==> config.mk <==
export PLATFORM = sky130hd
export DESIGN_NAME = ocd_decoder
export DESIGN_NICKNAME = d
export VERILOG_FILES = /design/src/ocd_pkg.sv /design/src/ocd_decoder.sv
export SDC_FILE = /design/constraint.sdc
export NUM_CORES = 1
export LEC_CHECK = 0
export BUFFER_PORTS_ARGS = -buffer_cell sky130_fd_sc_hd__buf_2
export CAP_MARGIN = 15
export CORE_MARGIN = 2
export CORE_UTILIZATION = 45
export DETAILED_ROUTE_END_ITERATION = 16
export HOLD_SLACK_MARGIN = 0.06
export PLACE_DENSITY = 0.63
export SLEW_MARGIN = 10
export SYNTH_ARGS = -nofsm -noshare
export SYNTH_HDL_FRONTEND = slang
export SYNTH_SLANG_ARGS = --single-unit
==> constraint.sdc <==
create_clock -name CLK -period 4.15 [get_ports CLK]
set_input_delay 0.415 -clock CLK [delete_from_list [all_inputs] [get_ports CLK]]
set_output_delay 0.415 -clock CLK [all_outputs]
set_load 0.005 [all_outputs]
==> src/ocd_pkg.sv <==
/*
  Package for the partial opcode decoder: Wishbone register offsets,
  opcode patterns, operation classes and byte-count constants.
  Assumes a 32-bit classic Wishbone master and a 125 MHz clock.
*/
package ocd_pkg;

  localparam logic [7:0] OFS_CTRL = 8'h00;
  localparam logic [7:0] OFS_STAT = 8'h04;
  localparam logic [7:0] OFS_INFO = 8'h08;
  localparam logic [7:0] OFS_OPND = 8'h0C;
  localparam logic [31:0] ID_VALUE = 32'h0000_0D0C; // Arbitrary value

  localparam logic [7:0] OP_GRP_F6 = 8'hF6; // 1111011w
  localparam logic [7:0] OP_GRP_SH = 8'hD0; // 110100vw
  localparam logic [7:0] OP_BCD_PROD = 8'hD4;
  localparam logic [7:0] OP_BCD_QUOT = 8'hD5;
  localparam logic [7:0] OP_BCD_BASE = 8'h0A;
  localparam logic [7:0] OP_B2W = 8'h98;
  localparam logic [7:0] OP_W2D = 8'h99;
  localparam logic [7:0] OP_ASC_SUB = 8'h3F;
  localparam logic [7:0] OP_DEC_SUB = 8'h2F;
  localparam logic [7:0] OP_AND_RM = 8'h20;
  localparam logic [7:0] OP_OR_RM = 8'h08;
  localparam logic [7:0] OP_XOR_RM = 8'h30;
  localparam logic [7:0] OP_AND_AI = 8'h24;
  localparam logic [7:0] OP_OR_AI = 8'h0C;
  localparam logic [7:0] OP_XOR_AI = 8'h34;
  localparam logic [7:0] OP_TST_RM = 8'h84;
  localparam logic [7:0] OP_TST_AI = 8'hA8;
  localparam logic [7:0] OP_ITER = 8'hF2;
  localparam logic [7:0] OP_SCOPY = 8'hA4;
  localparam logic [7:0] OP_SCMP = 8'hA6;
  localparam logic [7:0] OP_SSCAN = 8'hAE;
  localparam logic [7:0] OP_SLOAD = 8'hAC;
  localparam logic [7:0] OP_SSTORE = 8'hAA;
  localparam logic [7:0] OP_JCC_BASE = 8'h70; // 0111cccc
  localparam logic [7:0] OP_LOOP_BASE = 8'hE0; // 111000cc
  localparam logic [7:0] OP_TRAP_N = 8'hCD;
  localparam logic [7:0] OP_TRAP_3 = 8'hCC;
  localparam logic [7:0] OP_TRAP_OV = 8'hCE;
  localparam logic [7:0] OP_TRAP_EXIT = 8'hCF;
  localparam logic [7:0] OP_EXIT_N = 8'hC3;
  localparam logic [7:0] OP_EXIT_F = 8'hCB;
  localparam logic [7:0] OP_EXIT_NI = 8'hC2;
  localparam logic [7:0] OP_EXIT_FI = 8'hCA;
  localparam logic [7:0] OP_CALL_N = 8'hE8;
  localparam logic [7:0] OP_CALL_F = 8'h9A;
  localparam logic [7:0] OP_UBR_N = 8'hE9;
  localparam logic [7:0] OP_UBR_S = 8'hEB;
  localparam logic [7:0] OP_UBR_F = 8'hEA;
  localparam logic [7:0] OP_GRP_FF = 8'hFF;

  // Masks that drop w, dw or vw / cc low bits
  localparam logic [7:0] MSK_W = 8'hFE;
  localparam logic [7:0] MSK_DW = 8'hFC;
  localparam logic [7:0] MSK_CC4 = 8'hF0;

  typedef enum logic [5:0] {
    OCD_NONE, OCD_UPROD, OCD_SPROD, OCD_UQUOT, OCD_SQUOT,
    OCD_BCD_PROD, OCD_BCD_QUOT, OCD_B2W, OCD_W2D, OCD_ASUB, OCD_DSUB,
    OCD_INVERT, OCD_TEST, OCD_LSH, OCD_LRSH, OCD_ARSH, OCD_LROT, OCD_RROT,
    OCD_CLROT, OCD_CRROT, OCD_AND, OCD_OR, OCD_XOR, OCD_ITER, OCD_SCOPY,
    OCD_SCMP, OCD_SSCAN, OCD_SLOAD, OCD_SSTORE, OCD_JCC, OCD_LOOP,
    OCD_LOOP_Z, OCD_LOOP_NZ, OCD_CNTZ_BR, OCD_TRAPN, OCD_TRAP3, OCD_TRAPOV,
    OCD_TRAPX, OCD_EXIT_N, OCD_EXIT_F, OCD_CALL_N, OCD_CALL_F,
    OCD_CALL_IN, OCD_CALL_IF, OCD_UBR_N, OCD_UBR_S, OCD_UBR_F,
    OCD_UBR_IN, OCD_UBR_IF, OCD_ILLEGAL
  } ocd_class_t;

  // Operand-field meaning
  typedef enum logic [2:0] {
    OCD_F_NONE, OCD_F_MODRM, OCD_F_REGRM, OCD_F_ACC, OCD_F_DISP
  } ocd_field_t;

  typedef enum logic [1:0] {
    OCD_IDLE, OCD_NEED2, OCD_DONE
  } ocd_state_t;

  localparam logic [2:0] N_IMM0 = 3'h0;
  localparam logic [2:0] N_IMM1 = 3'h1;
  localparam logic [2:0] N_IMM2 = 3'h2;
  localparam logic [2:0] N_IMM4 = 3'h4;
  localparam logic [4:0] SH_ONE = 5'h01;

endpackage

==> src/ocd_decoder.sv <==
/*
  Partial opcode decoder with a classic Wishbone register slave.
  Software writes opcode bytes one at a time into CTRL; the decoder
  reports class, width, field use and trailing byte count in INFO.
  Assumes a single synchronous Wishbone master on CLK.
*/
`timescale 1ns/100ps
module ocd_decoder (
  input wire logic CLK,
  input wire logic RST_B,
  input wire logic WB_CYC_I,
  input wire logic WB_STB_I,
  input wire logic WB_WE_I,
  input wire logic [7:0] WB_ADR_I,
  input wire logic [3:0] WB_SEL_I,
  input wire logic [31:0] WB_DAT_I,
  output logic [31:0] WB_DAT_O,
  output logic WB_ACK_O
);

  logic ack_ff;
  logic [31:0] rdat_ff;
  logic [7:0] op1_ff;
  logic [7:0] op2_ff;
  logic iter_ff;
  logic iter_z_ff;
  ocd_pkg::ocd_state_t st_ff;
  ocd_pkg::ocd_state_t nxt_st;
  ocd_pkg::ocd_class_t cls_ff;
  ocd_pkg::ocd_class_t nxt_cls;
  ocd_pkg::ocd_field_t fld_ff;
  ocd_pkg::ocd_field_t nxt_fld;
  logic [2:0] nimm_ff;
  logic [2:0] nxt_nimm;
  logic [3:0] cond_ff;
  logic wide_ff;
  logic regdst_ff;
  logic cnt_reg_ff;
  logic zbit_ff;

  wire req = WB_CYC_I && WB_STB_I && !ack_ff;
  wire hit_ctrl = WB_ADR_I == ocd_pkg::OFS_CTRL;
  wire hit_stat = WB_ADR_I == ocd_pkg::OFS_STAT;
  wire hit_info = WB_ADR_I == ocd_pkg::OFS_INFO;
  wire hit_opnd = WB_ADR_I == ocd_pkg::OFS_OPND;
  wire byte_wr = req && WB_WE_I && hit_ctrl && WB_SEL_I[0];
  wire [7:0] wbyte = WB_DAT_I[7:0];
  wire clr_wr = byte_wr && WB_DAT_I[8];

  // Byte under decode: always the first byte, from the bus outside NEED2 and from op1_ff in NEED2
  wire [7:0] b1 = (st_ff == ocd_pkg::OCD_NEED2) ? op1_ff : wbyte;
  wire [2:0] mid = wbyte[5:3];
  wire wbit = b1[0];
  wire [7:0] bw = b1 & ocd_pkg::MSK_W;
  wire [7:0] bdw = b1 & ocd_pkg::MSK_DW;
  wire is_f6 = bw == ocd_pkg::OP_GRP_F6;
  wire is_sh = bdw == ocd_pkg::OP_GRP_SH;
  wire is_bcd = b1 == ocd_pkg::OP_BCD_PROD || b1 == ocd_pkg::OP_BCD_QUOT;
  wire needs2 = is_f6 || is_sh || is_bcd || b1 == ocd_pkg::OP_GRP_FF ||
                bdw == ocd_pkg::OP_AND_RM || bdw == ocd_pkg::OP_OR_RM ||
                bdw == ocd_pkg::OP_XOR_RM || bw == ocd_pkg::OP_TST_RM;
  wire [2:0] imm_w = wbit ? ocd_pkg::N_IMM2 : ocd_pkg::N_IMM1;

  // First-byte-only classes
  ocd_pkg::ocd_class_t c1;
  ocd_pkg::ocd_field_t f1;
  logic [2:0] n1;
  always_comb begin
    c1 = ocd_pkg::OCD_ILLEGAL;
    f1 = ocd_pkg::OCD_F_NONE;
    n1 = ocd_pkg::N_IMM0;
    if ((b1 & ocd_pkg::MSK_CC4) == ocd_pkg::OP_JCC_BASE) begin
      c1 = ocd_pkg::OCD_JCC;
      f1 = ocd_pkg::OCD_F_DISP;
      n1 = ocd_pkg::N_IMM1;
    end else if (bdw == ocd_pkg::OP_LOOP_BASE) begin
      f1 = ocd_pkg::OCD_F_DISP;
      n1 = ocd_pkg::N_IMM1;
      case (b1[1:0])
        2'h0: c1 = ocd_pkg::OCD_LOOP_NZ;
        2'h1: c1 = ocd_pkg::OCD_LOOP_Z;
        2'h2: c1 = ocd_pkg::OCD_LOOP;
        default: c1 = ocd_pkg::OCD_CNTZ_BR;
      endcase
    end else if (bw == ocd_pkg::OP_AND_AI || bw == ocd_pkg::OP_OR_AI ||
                 bw == ocd_pkg::OP_XOR_AI || bw == ocd_pkg::OP_TST_AI) begin
      f1 = ocd_pkg::OCD_F_ACC;
      n1 = imm_w;
      if (bw == ocd_pkg::OP_AND_AI) c1 = ocd_pkg::OCD_AND;
      else if (bw == ocd_pkg::OP_OR_AI) c1 = ocd_pkg::OCD_OR;
      else if (bw == ocd_pkg::OP_XOR_AI) c1 = ocd_pkg::OCD_XOR;
      else c1 = ocd_pkg::OCD_TEST;
    end else if (bw == ocd_pkg::OP_ITER) begin
      c1 = ocd_pkg::OCD_ITER;
    end else if (bw == ocd_pkg::OP_SCOPY) begin
      c1 = ocd_pkg::OCD_SCOPY;
    end else if (bw == ocd_pkg::OP_SCMP) begin
      c1 = ocd_pkg::OCD_SCMP;
    end else if (bw == ocd_pkg::OP_SSCAN) begin
      c1 = ocd_pkg::OCD_SSCAN;
    end else if (bw == ocd_pkg::OP_SLOAD) begin
      c1 = ocd_pkg::OCD_SLOAD;
      f1 = ocd_pkg::OCD_F_ACC;
    end else if (bw == ocd_pkg::OP_SSTORE) begin
      c1 = ocd_pkg::OCD_SSTORE;
      f1 = ocd_pkg::OCD_F_ACC;
    end else begin
      case (b1)
        ocd_pkg::OP_B2W: c1 = ocd_pkg::OCD_B2W;
        ocd_pkg::OP_W2D: c1 = ocd_pkg::OCD_W2D;
        ocd_pkg::OP_ASC_SUB: c1 = ocd_pkg::OCD_ASUB;
        ocd_pkg::OP_DEC_SUB: c1 = ocd_pkg::OCD_DSUB;
        ocd_pkg::OP_TRAP_N: begin
          c1 = ocd_pkg::OCD_TRAPN;
          n1 = ocd_pkg::N_IMM1;
        end
        ocd_pkg::OP_TRAP_3: c1 = ocd_pkg::OCD_TRAP3;
        ocd_pkg::OP_TRAP_OV: c1 = ocd_pkg::OCD_TRAPOV;
        ocd_pkg::OP_TRAP_EXIT: c1 = ocd_pkg::OCD_TRAPX;
        ocd_pkg::OP_EXIT_N: c1 = ocd_pkg::OCD_EXIT_N;
        ocd_pkg::OP_EXIT_F: c1 = ocd_pkg::OCD_EXIT_F;
        ocd_pkg::OP_EXIT_NI: begin
          c1 = ocd_pkg::OCD_EXIT_N;
          n1 = ocd_pkg::N_IMM2;
        end
        ocd_pkg::OP_EXIT_FI: begin
          c1 = ocd_pkg::OCD_EXIT_F;
          n1 = ocd_pkg::N_IMM2;
        end
        ocd_pkg::OP_CALL_N: begin
          c1 = ocd_pkg::OCD_CALL_N;
          f1 = ocd_pkg::OCD_F_DISP;
          n1 = ocd_pkg::N_IMM2;
        end
        ocd_pkg::OP_UBR_N: begin
          c1 = ocd_pkg::OCD_UBR_N;
          f1 = ocd_pkg::OCD_F_DISP;
          n1 = ocd_pkg::N_IMM2;
        end
        ocd_pkg::OP_UBR_S: begin
          c1 = ocd_pkg::OCD_UBR_S;
          f1 = ocd_pkg::OCD_F_DISP;
          n1 = ocd_pkg::N_IMM1;
        end
        ocd_pkg::OP_CALL_F: begin
          c1 = ocd_pkg::OCD_CALL_F;
          n1 = ocd_pkg::N_IMM4;
        end
        ocd_pkg::OP_UBR_F: begin
          c1 = ocd_pkg::OCD_UBR_F;
          n1 = ocd_pkg::N_IMM4;
        end
        default: c1 = ocd_pkg::OCD_ILLEGAL;
      endcase
    end
  end

  // Two-byte classes; wbyte is the second byte here
  ocd_pkg::ocd_class_t c2;
  ocd_pkg::ocd_field_t f2;
  logic [2:0] n2;
  always_comb begin
    c2 = ocd_pkg::OCD_ILLEGAL;
    f2 = ocd_pkg::OCD_F_MODRM;
    n2 = ocd_pkg::N_IMM0;
    if (is_f6) begin
      case (mid)
        3'h0: begin
          c2 = ocd_pkg::OCD_TEST;
          n2 = imm_w;
        end
        3'h2: c2 = ocd_pkg::OCD_INVERT;
        3'h4: c2 = ocd_pkg::OCD_UPROD;
        3'h5: c2 = ocd_pkg::OCD_SPROD;
        3'h6: c2 = ocd_pkg::OCD_UQUOT;
        3'h7: c2 = ocd_pkg::OCD_SQUOT;
        default: c2 = ocd_pkg::OCD_ILLEGAL;
      endcase
    end else if (is_sh) begin
      case (mid)
        3'h0: c2 = ocd_pkg::OCD_LROT;
        3'h1: c2 = ocd_pkg::OCD_RROT;
        3'h2: c2 = ocd_pkg::OCD_CLROT;
        3'h3: c2 = ocd_pkg::OCD_CRROT;
        3'h4: c2 = ocd_pkg::OCD_LSH;
        3'h5: c2 = ocd_pkg::OCD_LRSH;
        3'h7: c2 = ocd_pkg::OCD_ARSH;
        default: c2 = ocd_pkg::OCD_ILLEGAL;
      endcase
    end else if (is_bcd) begin
      f2 = ocd_pkg::OCD_F_NONE;
      if (wbyte == ocd_pkg::OP_BCD_BASE) begin
        c2 = (b1 == ocd_pkg::OP_BCD_PROD) ? ocd_pkg::OCD_BCD_PROD :
             ocd_pkg::OCD_BCD_QUOT;
      end
    end else if (b1 == ocd_pkg::OP_GRP_FF) begin
      case (mid)
        3'h2: c2 = ocd_pkg::OCD_CALL_IN;
        3'h3: c2 = ocd_pkg::OCD_CALL_IF;
        3'h4: c2 = ocd_pkg::OCD_UBR_IN;
        3'h5: c2 = ocd_pkg::OCD_UBR_IF;
        default: c2 = ocd_pkg::OCD_ILLEGAL;
      endcase
    end else begin
      f2 = ocd_pkg::OCD_F_REGRM;
      if (bw == ocd_pkg::OP_TST_RM) c2 = ocd_pkg::OCD_TEST;
      else if (bdw == ocd_pkg::OP_AND_RM) c2 = ocd_pkg::OCD_AND;
      else if (bdw == ocd_pkg::OP_OR_RM) c2 = ocd_pkg::OCD_OR;
      else c2 = ocd_pkg::OCD_XOR;
    end
  end

  // Sequencer: idle takes a first byte, two-byte codes wait for more
  always_comb begin
    nxt_st = st_ff;
    nxt_cls = cls_ff;
    nxt_fld = fld_ff;
    nxt_nimm = nimm_ff;
    if (clr_wr) begin
      nxt_st = ocd_pkg::OCD_IDLE;
    end else if (byte_wr) begin
      case (st_ff)
        ocd_pkg::OCD_NEED2: begin
          nxt_st = ocd_pkg::OCD_DONE;
          nxt_cls = c2;
          nxt_fld = f2;
          nxt_nimm = n2;
        end
        default: begin
          if (needs2) begin
            nxt_st = ocd_pkg::OCD_NEED2;
            nxt_cls = ocd_pkg::OCD_NONE;
          end else begin
            nxt_st = ocd_pkg::OCD_DONE;
            nxt_cls = c1;
            nxt_fld = f1;
            nxt_nimm = n1;
          end
        end
      endcase
    end
  end

  wire first_wr = byte_wr && !clr_wr && st_ff != ocd_pkg::OCD_NEED2;
  wire done_wr = byte_wr && !clr_wr && nxt_st == ocd_pkg::OCD_DONE;

  always_ff @(posedge CLK or negedge RST_B) begin
    if (!RST_B) begin
      st_ff <= ocd_pkg::OCD_IDLE;
      cls_ff <= ocd_pkg::OCD_NONE;
      fld_ff <= ocd_pkg::OCD_F_NONE;
      nimm_ff <= ocd_pkg::N_IMM0;
      op1_ff <= 8'h00;
      op2_ff <= 8'h00;
    end else begin
      st_ff <= nxt_st;
      cls_ff <= nxt_cls;
      fld_ff <= nxt_fld;
      nimm_ff <= nxt_nimm;
      if (first_wr) op1_ff <= wbyte;
      if (byte_wr && st_ff == ocd_pkg::OCD_NEED2) op2_ff <= wbyte;
    end
  end

  // Operand attributes latched once the instruction completes
  always_ff @(posedge CLK or negedge RST_B) begin
    if (!RST_B) begin
      wide_ff <= 1'b0;
      regdst_ff <= 1'b0;
      cnt_reg_ff <= 1'b0;
      cond_ff <= 4'h0;
      zbit_ff <= 1'b0;
    end else if (done_wr) begin
      wide_ff <= wbit;
      regdst_ff <= b1[1] && f2 == ocd_pkg::OCD_F_REGRM &&
                   bw != ocd_pkg::OP_TST_RM && st_ff ==
                   ocd_pkg::OCD_NEED2;
      cnt_reg_ff <= is_sh && b1[1];
      cond_ff <= b1[3:0];
      zbit_ff <= iter_ff && iter_z_ff && (bw == ocd_pkg::OP_SCMP ||
                 bw == ocd_pkg::OP_SSCAN);
    end
  end

  // Repeat prefix stays armed only until the next completed instruction
  always_ff @(posedge CLK or negedge RST_B) begin
    if (!RST_B) begin
      iter_ff <= 1'b0;
      iter_z_ff <= 1'b0;
    end else if (clr_wr) begin
      iter_ff <= 1'b0;
    end else if (done_wr) begin
      iter_ff <= c1 == ocd_pkg::OCD_ITER && st_ff != ocd_pkg::OCD_NEED2;
      if (c1 == ocd_pkg::OCD_ITER) iter_z_ff <= wbit;
    end
  end

  // Fixed count of one unless the count low byte is chosen
  wire [4:0] sh_count = cnt_reg_ff ? 5'h00 : ocd_pkg::SH_ONE;

  wire [31:0] stat_word = {16'h0000, op2_ff, op1_ff[7:2],
                           iter_ff, st_ff == ocd_pkg::OCD_NEED2};
  wire [31:0] info_word = {14'h0000, cls_ff, 1'b0, fld_ff,
                           1'b0, nimm_ff, zbit_ff, regdst_ff,
                           wide_ff, cnt_reg_ff};
  wire [31:0] opnd_word = {ocd_pkg::ID_VALUE[15:0], 7'h00, sh_count,
                           cond_ff};
  wire [31:0] rd_mux = hit_stat ? stat_word :
                       hit_info ? info_word :
                       hit_opnd ? opnd_word : 32'h0000_0000;

  // One wait state: ack in the cycle after the request is seen
  always_ff @(posedge CLK or negedge RST_B) begin
    if (!RST_B) begin
      ack_ff <= 1'b0;
      rdat_ff <= 32'h0000_0000;
    end else begin
      ack_ff <= req;
      rdat_ff <= (req && !WB_WE_I) ? rd_mux : 32'h0000_0000;
    end
  end

  assign WB_ACK_O = ack_ff;
  assign WB_DAT_O = rdat_ff;

  unprod_a: assert property (@(posedge CLK) disable iff (!RST_B)
    (byte_wr && !clr_wr && st_ff == ocd_pkg::OCD_NEED2 && is_f6 &&
     mid == 3'h4) |=> cls_ff == ocd_pkg::OCD_UPROD && wide_ff == $past(wbit))
    else $error("unsigned product not decoded");

  sprod_a: assert property (@(posedge CLK) disable iff (!RST_B)
    (byte_wr && !clr_wr && st_ff == ocd_pkg::OCD_NEED2 && is_f6 &&
     mid == 3'h5) |=> cls_ff == ocd_pkg::OCD_SPROD)
    else $error("signed product not decoded");

  quot_a: assert property (@(posedge CLK) disable iff (!RST_B)
    (byte_wr && !clr_wr && st_ff == ocd_pkg::OCD_NEED2 && is_f6 &&
     mid[2:1] == 2'h3) |=> (cls_ff == ocd_pkg::OCD_SQUOT) == $past(mid[0]))
    else $error("quotient kind wrong");

  test_imm_a: assert property (@(posedge CLK) disable iff (!RST_B)
    (done_wr && cls_ff != nxt_cls && nxt_cls == ocd_pkg::OCD_TEST &&
     f2 == ocd_pkg::OCD_F_MODRM && st_ff == ocd_pkg::OCD_NEED2)
    |=> nimm_ff == (wide_ff ? ocd_pkg::N_IMM2 : ocd_pkg::N_IMM1))
    else $error("test immediate count wrong");

  jcc_a: assert property (@(posedge CLK) disable iff (!RST_B)
    (first_wr && (wbyte & ocd_pkg::MSK_CC4) == ocd_pkg::OP_JCC_BASE)
    |=> cls_ff == ocd_pkg::OCD_JCC && nimm_ff == ocd_pkg::N_IMM1 &&
        st_ff == ocd_pkg::OCD_DONE)
    else $error("conditional branch not decoded");

  exit_imm_a: assert property (@(posedge CLK) disable iff (!RST_B)
    (first_wr && wbyte == ocd_pkg::OP_EXIT_FI)
    |=> cls_ff == ocd_pkg::OCD_EXIT_F && nimm_ff == ocd_pkg::N_IMM2)
    else $error("far exit immediate wrong");

  shift_cnt_a: assert property (@(posedge CLK) disable iff (!RST_B)
    (done_wr && st_ff == ocd_pkg::OCD_NEED2 && is_sh && !b1[1])
    |=> sh_count == ocd_pkg::SH_ONE)
    else $error("shift count not one");

  bus_ack_a: assert property (@(posedge CLK) disable iff (!RST_B)
    req |=> WB_ACK_O ##1 !WB_ACK_O)
    else $error("ack not a one-cycle pulse");

endmodule

==> reports/summary.txt, run 1 <==
Complex-gate fraction of the synthesized area -> 22.2%
Initial antenna violation count -> 0
Drt first pass iters -> 5
Final Critical Period -> 3.86 ns
# DRC -> 0
WS Path Type -> reg -> reg
Hpwl dp -> 9840 microns
Max-slew headroom -> 49.6%
Buffers on Ports -> 46
Simple-gate portion of the synthesized area -> 24.2%
Cts hold-fix bufs -> 1
Endpoint class of the critical path -> register
Synth unique cells -> 78
Initial Util -> 46.5%
Root Buffer -> clkbuf_8
Clock Skew -> 0.0111 ns
Adder-cell share of the synthesized area -> 2.46%
Synth warn -> 0
Die W -> 99.1 microns
Most common cell after layout, fill and taps aside -> dfrtp_1
Row cnt -> 34
Largest family of logic cells by synthesized area -> simple AND/OR/NAND/NOR gates
Clock Latency Late Sink -> 0.34 ns
FFs w/ async S/R, synth -> 100%
Grt ovf -> 0
Core area -> 8760 sq um
Io pins -> 82
Die area -> 9820 sq um
FF+latch count, synth -> 59
CTS Sinks -> 59
Global-route wire length before repair -> 21400 microns
Layout area overhead -> 13.5%
Startpoint types -> register
Crit-path max cell delay -> 0.57 ns
# setup viols final -> 0
Setup Buffers After CTS -> 0
CTS resizes -> 0
Die Height -> 99.1 microns
Power Total -> 1.38 mW
Initial DRC Count -> 331
Final slew viol count -> 0
Wirelength per Cell -> 21.4 microns
Arr. time, crit path -> 4.10 ns
Worst VDD drop -> 0.208 mV
Via count -> 3899
Clock buffer depth -> 2
Slowest-stage cell, CP -> dfrtp_1
Num CTS Buffers -> 9
Post-Synth XOR/XNOR Area -> 0.215%
Share of layout cells above drive strength 1 -> 23.3%
Worst min path class -> in -> reg
Via/cell ratio -> 6.25
Syn_area_per_cell -> 8.64 sq um
Vias in the first global route -> 3826
Peak Freq -> 0.259 GHz
Largest net degree at the start of global routing -> 36
Post-synthesis mux area share -> 7.78%
CP cell instances -> nor2b_2 -> buf_4 -> nand2_1 -> nand2_1 -> inv_1 -> ha_1 -> or2_2 -> a211oi_1 -> a311oi_1 -> nor3_2 -> o21ai_2 -> buf_4 -> o31ai_1
Leak -> 2.13 nW
Clock transition at path regs -> 0.07 ns
Seq/Total Area, Yosys -> 36.3%
Nets -> 568
Final hold violation count -> 0
Gpl congestion -> 1.01
Drt total wl -> 13400 microns
Final setup TNS -> 0 ns
Diode count -> 0
Post-Synthesis Cells -> 471
Tot GR Track Use -> 28.3%
Routed Antenna Nets -> 0
Top delay family on crit path -> simple AND/OR/NAND/NOR gates
Worst Path Required -> 4.39 ns
Critical path peak fanout -> 13
CTS tree -> yes
Status -> complete, no violations
RSZ-0062 raised after global routing -> no
Top FF cell, synth -> dfrtp_1
Final Cycle Share -> 93.1%
Worst slew pin tran -> 0.749 ns
EDFF count, synth -> 0
PwrDens -> 300 nW/um^2
H-Tree Depth -> 3
Mapped Area -> 4070 sq um
Buf/Inv on CP -> 3
MaxCap Viol Count -> 0
Most frequent cells in the layout -> 59 x dfrtp_1, 57 x nand2_1, 46 x buf_2, 43 x nor2_1, 25 x a21oi_1
## per-stage QoR
stage | std cells | setup WS, ns | util, % | instance area [sq um] | hold WS, ns
after floorplan | 479 | 0.824 | - | 4100 | 0.119
after global placement | 607 | 0.462 | 49.8 | 4360 | 0.420
after detailed placement | 607 | 0.381 | 49.8 | 4360 | 0.429
after CTS | 624 | 0.268 | 52.7 | 4620 | 0.335
after global routing | 624 | 0.115 | 52.7 | 4620 | 0.347
final | 624 | 0.286 | 52.7 | 4620 | 0.344
## synthesized netlist by cell type, types with 8 or more instances
| cell type | count | share of area [%] |
|---|---|---|
| inv_1 | 9 | 0.83 |
| o31ai_1 | 10 | 1.8 |
| clkbuf_1 | 14 | 1.3 |
| nor3_1 | 14 | 1.7 |
| buf_4 | 13 | 2.4 |
| nand2_1 | 57 | 5.3 |
| mux2_2 | 20 | 5.5 |
| o21ai_0 | 21 | 2.6 |
| nor2_1 | 43 | 4.0 |
| a21oi_1 | 25 | 3.1 |
| ha_1 | 8 | 2.5 |
| o21ai_1 | 10 | 1.2 |
| dfrtp_1 | 59 | 36 |
| buf_2 | 8 | 0.98 |
| a22oi_1 | 14 | 2.6 |
| mux2i_1 | 8 | 2.0 |
| nand3_1 | 10 | 1.2 |
## flip-flops by register name, summed over array words and instances (netlist names)
name / count
WB_ACK_O: 1
WB_DAT_O: 19
cls_ff: 6
cnt_reg_ff: 1
cond_ff: 4
fld_ff: 3
iter_ff: 1
iter_z_ff: 1
nimm_ff: 3
op1_ff: 8
op2_ff: 8
regdst_ff: 1
st_ff: 2
zbit_ff: 1
## report_power, final
| part | switching (mW) | internal, mW | total [mW] |
|---|---|---|---|
| sequential | 0.00158 | 0.576 | 0.578 |
| clock | 0.232 | 0.416 | 0.648 |
| combinational | 0.110 | 0.0487 | 0.159 |
| total | 0.344 | 1.04 | 1.38 |
## cells by family after synthesis
family	after synthesis
other	1
DFF	59
xor gates and xnor gates	1
AOI/OAI and AO/OA	131
muxes	29
buffers and inverters	54
and+or+nand+nor	188
adders and majority gates	8
## worst paths after layout
path / startpoint / to / slack, ns / cells past startpoint
setup / recovery: st_ff[0]$_DFF_PN0_ / regdst_ff$_DFFE_PN0P_ / 0.29 / 13
hold / removal: WB_DAT_I[8] / iter_ff$_DFFE_PN0P_ / 0.34 / 2
setup reg to reg: st_ff[0]$_DFF_PN0_ / regdst_ff$_DFFE_PN0P_ / 0.29 / 13
hold reg to reg: op2_ff[2]$_DFFE_PN0P_ / op2_ff[2]$_DFFE_PN0P_ / 0.48 / 2
max in group asynchronous: RST_B / op2_ff[4]$_DFFE_PN0P_ / 2.70 / 3
min in group asynchronous: RST_B / op1_ff[7]$_DFFE_PN0P_ / 0.60 / 2
## per-layer routing
layer | track usage, % | routed length [microns] | up-vias
met5 | 0 | 0 | -
met4 | 12.8 | 497 | 0
met3 | 4.15 | 848 | 38
met2 | 44.1 | 6100 | 193
met1 | 39.0 | 5940 | 1868
li1 | - | - | 1800
## final cells by class
class                   instances  area (sq um)
multi-input cells             366          2350
fillers                       834          4140
clock inverters                 6           111
flip-flops and latches         59          1480
repair buffers                 64           368
well taps                     108           135
inverters                      11          41.3
clock buffers                  10           138
Power figures use the tool's default switching activity.
==> run 2, diff against run 1 <==
- PLACE_DENSITY: 0.63 -> 0.67
==> run 2 against run 1 <==
Compared with the run above:
- critical path depth unchanged
- first-iteration DRC count up 9.4%
- worst setup slack better by 0.16 ns
- sequential cell count unchanged
- clock-buffer cell count down 1
- sequential share of layout area up 0.62 points
- non-clock buffer count down 7
- via count down 1.5%
==> reports/summary.txt, run 2 (synthesis gave the netlist of run 1 again) <==
Status -> complete, no violations (unchanged)
Most common cell after layout, fill and taps aside -> dfrtp_1 (unchanged)
Final hold violation count -> 0 (unchanged)
Leak -> 2.07 nW (was 2.13 nW)
Final Core Density -> 51.7% (was 52.7%)
Layout area overhead -> 11.3% (was 13.5%)
H-Tree Depth -> 3 (unchanged)
Grt ovf -> 0 (unchanged)
Clock Latency Late Sink -> 0.33 ns (was 0.34 ns)
R2r worst-path depth -> 13 (unchanged)
Routed Antenna Nets -> 0 (unchanged)
Buffers on Ports -> 46 (unchanged)
Initial Util -> 46.5% (unchanged)
Most frequent cells in the layout -> 59 x dfrtp_1, 57 x nand2_1, 46 x buf_2, 43 x nor2_1, 25 x a21oi_1 (unchanged)
Worst VDD drop -> 0.120 mV (was 0.208 mV)
Drt total wl -> 12200 microns (was 13400 microns)
RSZ-0062 raised after global routing -> no (unchanged)
CTS tree -> yes (unchanged)
Final slew viol count -> 0 (unchanged)
Hpwl dp -> 9040 microns (was 9840 microns)
Worst min path class -> in -> async (was in -> reg)
Wirelength per Cell -> 19.8 microns (was 21.4 microns)
WS Path Type -> reg -> reg (unchanged)
Global-route wire length before repair -> 19800 microns (was 21400 microns)
Row cnt -> 34 (unchanged)
# setup viols final -> 0 (unchanged)
CP Launch Point -> st_ff[1]$_DFF_PN0_ (was st_ff[0]$_DFF_PN0_)
Tot GR Track Use -> 25.4% (was 28.3%)
CTS resizes -> 0 (unchanged)
Share of layout cells above drive strength 1 -> 22.4% (was 23.3%)
Largest net degree at the start of global routing -> 60 (was 36)
Critical path peak fanout -> 16 (was 13)
Core area -> 8760 sq um (unchanged)
MaxCap Viol Count -> 0 (unchanged)
Io pins -> 82 (unchanged)
# DRC -> 0 (unchanged)
Initial DRC Count -> 362 (was 331)
Clock buffer depth -> 2 (unchanged)
Worst R2R Start -> st_ff[1]$_DFF_PN0_ (was st_ff[0]$_DFF_PN0_)
Worst slew pin tran -> 0.820 ns (was 0.749 ns)
Power Total -> 1.29 mW (was 1.38 mW)
Startpoint types -> register (unchanged)
PwrDens -> 285 nW/um^2 (was 300 nW/um^2)
Gpl congestion -> 1.04 (was 1.01)
Setup Buffers After CTS -> 0 (unchanged)
CTS Sinks -> 59 (unchanged)
Fill count -> 834 (unchanged)
Num CTS Buffers -> 9 (unchanged)
Via/cell ratio -> 6.23 (was 6.25)
Peak Freq -> 0.270 GHz (was 0.259 GHz)
Clock Skew -> 0.00566 ns (was 0.0111 ns)
Nets -> 561 (was 568)
Drt first pass iters -> 5 (unchanged)
Clock transition at path regs -> 0.07 ns (about the same)
Die Height -> 99.1 microns (unchanged)
Final setup TNS -> 0 ns (unchanged)
Initial antenna violation count -> 0 (unchanged)
Die area -> 9820 sq um (unchanged)
Max FFs per register -> 19 (unchanged)
Die W -> 99.1 microns (unchanged)
Worst Path Required -> 4.36 ns (was 4.39 ns)
Final Cycle Share -> 89.3% (was 93.1%)
Max-slew headroom -> 44.9% (was 49.6%)
Final Critical Period -> 3.71 ns (was 3.86 ns)
Endpoint class of the critical path -> register (unchanged)
Root Buffer -> clkbuf_8 (unchanged)
Diode count -> 0 (unchanged)
Via count -> 3841 (was 3899)
Arr. time, crit path -> 3.91 ns (was 4.10 ns)
Vias in the first global route -> 3719 (was 3826)
Cts hold-fix bufs -> 0 (was 1)
[run 2: where the power goes]
part / leakage [nW] / switching, mW / internal [mW]
Combinational: 1.16 / 0.106 / 0.0464
Clock: 0.101 / 0.225 / 0.335
Sequential: 0.813 / 0.00164 / 0.577
[run 2: final timing paths]
path / end / slack (ns)
worst max-delay path: cls_ff[0]$_DFFE_PN0P_ / 0.44
worst min-delay path: WB_DAT_O[2]$_DFF_PN0_ / 0.22
worst max register to register: cls_ff[0]$_DFFE_PN0P_ / 0.44
worst min register to register: cond_ff[2]$_DFFE_PN0P_ / 0.48
max in group asynchronous: cls_ff[0]$_DFFE_PN0P_ / 3.44
min in group CLK: iter_ff$_DFFE_PN0P_ / 0.33
[run 2: area by class of cell]
cell class | count | area (sq um) | share of cell area (%)
Multi-Input combinational cell | 366 | 2350 | 51.9
Sequential cell | 59 | 1480 | 32.6
Timing Repair Buffer | 57 | 313 | 6.90
Tap cell | 108 | 135 | 2.98
Clock buffer | 9 | 124 | 2.73
Clock inverter | 7 | 92.6 | 2.04
Inverter | 11 | 41.3 | 0.911
[run 2: per-layer routing]
layer	wire length [microns]	share of wire [%]	GRT usage [%]
met1	5300	43	34.4
met5	0	0	0
met3	1010	8.3	4.71
met2	5450	45	39.7
met4	427	3.5	11.5
[run 2: per-stage QoR]
| stage | hold WS (ns) | area, sq um | worst slack [ns] | std cells |
|---|---|---|---|---|
| 2_1_floorplan | 0.119 | 4100 | 0.824 | 479 |
| 3_3_place_gp | 0.463 | 4320 | 0.548 | 601 |
| 3_5_place_dp | 0.470 | 4320 | 0.581 | 601 |
| 4_1_cts | 0.242 | 4530 | 0.554 | 617 |
| 5_1_grt | 0.302 | 4530 | 0.210 | 617 |
| 6_report | 0.220 | 4530 | 0.445 | 617 |
[run 2: critical path, cell delays in order, from the launching register on]
cell and delay [ns]:
dfrtp_1 0.49, nand2b_4 0.29, nand2_1 0.11, nand2_1 0.14
inv_1 0.18, ha_1 0.31, or2_2 0.29, nor2_1 0.06
nor4_1 0.41, a31o_1 0.26, nor3_2 0.06, or4_4 0.54
a221oi_2 0.33, o21ai_1 0.09
==> run 3, diff against run 2 <==
- CORE_UTILIZATION: 45 -> 55
- PLACE_DENSITY: 0.67 -> 0.8
==> run 3 against run 2 <==
Compared with the run above:
- clock power shrank 13%
- wire length about the same
- core utilization increased by 11 points
- fmax is 1.9% lower
- largest cell class unchanged
- critical path depth stayed put
- cell count is 1.3% lower
- cell area decreased by 0.69%
- critical endpoint is now iter_z_ff$_DFFE_PN0P_
- non-clock buffer count rose by 1
- global-route usage increased by 5.8 points
- combinational power about the same
==> reports/summary.txt, run 3 (synthesis gave the netlist of run 1 again) <==
Status -> complete, no violations (unchanged)
Sw frac -> 27.1% (was 25.8%)
Largest net degree at the start of global routing -> 60 (unchanged)
Psw -> 0.329 mW (was 0.332 mW)
Drt first pass iters -> 5 (unchanged)
Via/cell ratio -> 6.51 (was 6.23)
Post-route insts no fill -> 609 (was 617)
Worst VDD drop -> 0.171 mV (was 0.120 mV)
Initial Util -> 56.4% (was 46.5%)
Wirelength per Cell -> 20.0 microns (was 19.8 microns)
Final Cycle Share -> 91.0% (was 89.3%)
Vias in the first global route -> 3760 (was 3719)
Initial DRC Count -> 453 (was 362)
Die Height -> 90.0 microns (was 99.1 microns)
Die W -> 90.0 microns (was 99.1 microns)
Core area -> 7210 sq um (was 8760 sq um)
Routed Antenna Nets -> 0 (unchanged)
Final Critical Period -> 3.78 ns (was 3.71 ns)
Clock transition at path regs -> 0.06 ns (was 0.07 ns)
Placed Cells -> 593 (was 601)
Worst Path Required -> 4.36 ns (about the same)
Clock buffer depth -> 2 (unchanged)
PwrDens -> 270 nW/um^2 (was 285 nW/um^2)
Hpwl dp -> 9040 microns (about the same)
Storage element area -> 1480 sq um (unchanged)
Nets -> 562 (was 561)
Io pins -> 82 (unchanged)
Cell Int Power -> 0.887 mW (was 0.958 mW)
Tot GR Track Use -> 31.2% (was 25.4%)
Most frequent cells in the layout -> 59 x dfrtp_1, 57 x nand2_1, 46 x buf_2, 43 x nor2_1, 25 x a21oi_1 (unchanged)
Max FFs per register -> 19 (unchanged)
Num CTS Buffers -> 9 (unchanged)
Row cnt -> 31 (was 34)
Critical path peak fanout -> 20 (was 16)
Endpoint class of the critical path -> register (unchanged)
Arr. time, crit path -> 3.99 ns (was 3.91 ns)
Root Buffer -> clkbuf_8 (unchanged)
H-Tree Depth -> 3 (unchanged)
# setup viols final -> 0 (unchanged)
Grt ovf -> 0 (unchanged)
# DRC -> 0 (unchanged)
Worst slew pin tran -> 0.811 ns (was 0.820 ns)
MaxCap Viol Count -> 0 (unchanged)
Global-route wire length before repair -> 20100 microns (was 19800 microns)
Buffers on Ports -> 46 (unchanged)
Final slew viol count -> 0 (unchanged)
WS Path Type -> reg -> reg (unchanged)
Max-slew headroom -> 45.5% (was 44.9%)
Clock Latency Late Sink -> 0.33 ns (about the same)
Die area -> 8110 sq um (was 9820 sq um)
Layout area overhead -> 10.6% (was 11.3%)
Worst reg2reg setup slack -> 0.37 ns (was 0.44 ns)
Initial antenna violation count -> 0 (unchanged)
Peak Freq -> 0.265 GHz (was 0.270 GHz)
Final hold violation count -> 0 (unchanged)
Worst min path class -> in -> async (unchanged)
CTS tree -> yes (unchanged)
Clock Skew -> 0.00787 ns (was 0.00566 ns)
Clock power frac -> 39.9% (was 43.4%)
CTS resizes -> 0 (unchanged)
Final setup TNS -> 0 ns (unchanged)
RSZ-0062 raised after global routing -> no (unchanged)
CTS Sinks -> 59 (unchanged)
Part of the power in registers -> 47.6% (was 44.8%)
Drt total wl -> 12200 microns (about the same)
Most common cell after layout, fill and taps aside -> dfrtp_1 (unchanged)
Area of the multi-input gates -> 2350 sq um (unchanged)
Leak -> 2.08 nW (was 2.07 nW)
Gate power share -> 12.5% (was 11.8%)
Gpl congestion -> 1.03 (was 1.04)
Share of layout cells above drive strength 1 -> 22.5% (was 22.4%)
Cts hold-fix bufs -> 0 (unchanged)
Diode count -> 0 (unchanged)
Setup Buffers After CTS -> 0 (unchanged)
Startpoint types -> register (unchanged)
Via count -> 3962 (was 3841)
Fill count -> 641 (was 834)
## run 3: power groups by stage
| stage | Sequential (mW) | Combinational, mW | Clock, mW |
|---|---|---|---|
| 2_1_floorplan | 0.588 | 0.0940 | 0 |
| 3_3_place_gp | 0.589 | 0.148 | 0 |
| 3_5_place_dp | 0.589 | 0.148 | 0 |
| 4_1_cts | 0.578 | 0.149 | 0.488 |
| 5_1_grt | 0.578 | 0.166 | 0.512 |
| 6_report | 0.578 | 0.152 | 0.485 |
## run 3: per-layer routing
metal | vias to the layer above | GRT usage, % | share of wire [%] | wire [microns]
li1 | 1784 | - | - | -
met1 | 1896 | 41.1 | 41 | 5010
met2 | 228 | 48.1 | 46 | 5550
met3 | 54 | 6.62 | 8.3 | 1010
met4 | 0 | 17.4 | 5.0 | 607
met5 | - | 0 | 0 | 0
## run 3: final cells by class
cell class	instances	area share, %
inverter	11	0.917
multi-input combinational	366	52.2
timing repair buffer	58	7.12
tap	99	2.75
clock inverter	4	0.528
sequential	59	32.8
clock buffer	12	3.67
## run 3: final timing paths
path	from	endpoint	depth (start not counted)
min reg2reg	cond_ff[2]$_DFFE_PN0P_	cond_ff[2]$_DFFE_PN0P_	2
max in group asynchronous	RST_B	op2_ff[5]$_DFFE_PN0P_	2
max	st_ff[0]$_DFF_PN0_	iter_z_ff$_DFFE_PN0P_	13
min in group CLK	WB_DAT_I[8]	iter_ff$_DFFE_PN0P_	2
min	RST_B	cond_ff[2]$_DFFE_PN0P_	2
max reg2reg	st_ff[0]$_DFF_PN0_	iter_z_ff$_DFFE_PN0P_	13
## run 3: per-stage QoR
step / power, mW / hold slack (ns) / instance area, sq um / utilization (%) / setup slack [ns]
floorplan: 0.682 / 0.119 / 4100 / - / 0.824
global placement: 0.736 / 0.462 / 4310 / 59.8 / 0.582
detailed placement: 0.737 / 0.469 / 4310 / 59.8 / 0.453
CTS: 1.22 / 0.238 / 4500 / 62.4 / 0.421
global route: 1.26 / 0.287 / 4500 / 62.4 / 0.122
finish: 1.22 / 0.208 / 4500 / 62.4 / 0.372
## run 3: critical path: stages, from the launching register on
cell,delay [ns]
dfrtp_1,0.57
nor2b_2,0.39
nand2_1,0.09
nand2_1,0.12
clkinv_1,0.13
ha_1,0.31
or2_2,0.42
a211oi_1,0.26
a311oi_1,0.09
nor3_2,0.48
o21ai_2,0.24
buf_4,0.27
o21ai_0,0.19
o31ai_1,0.09
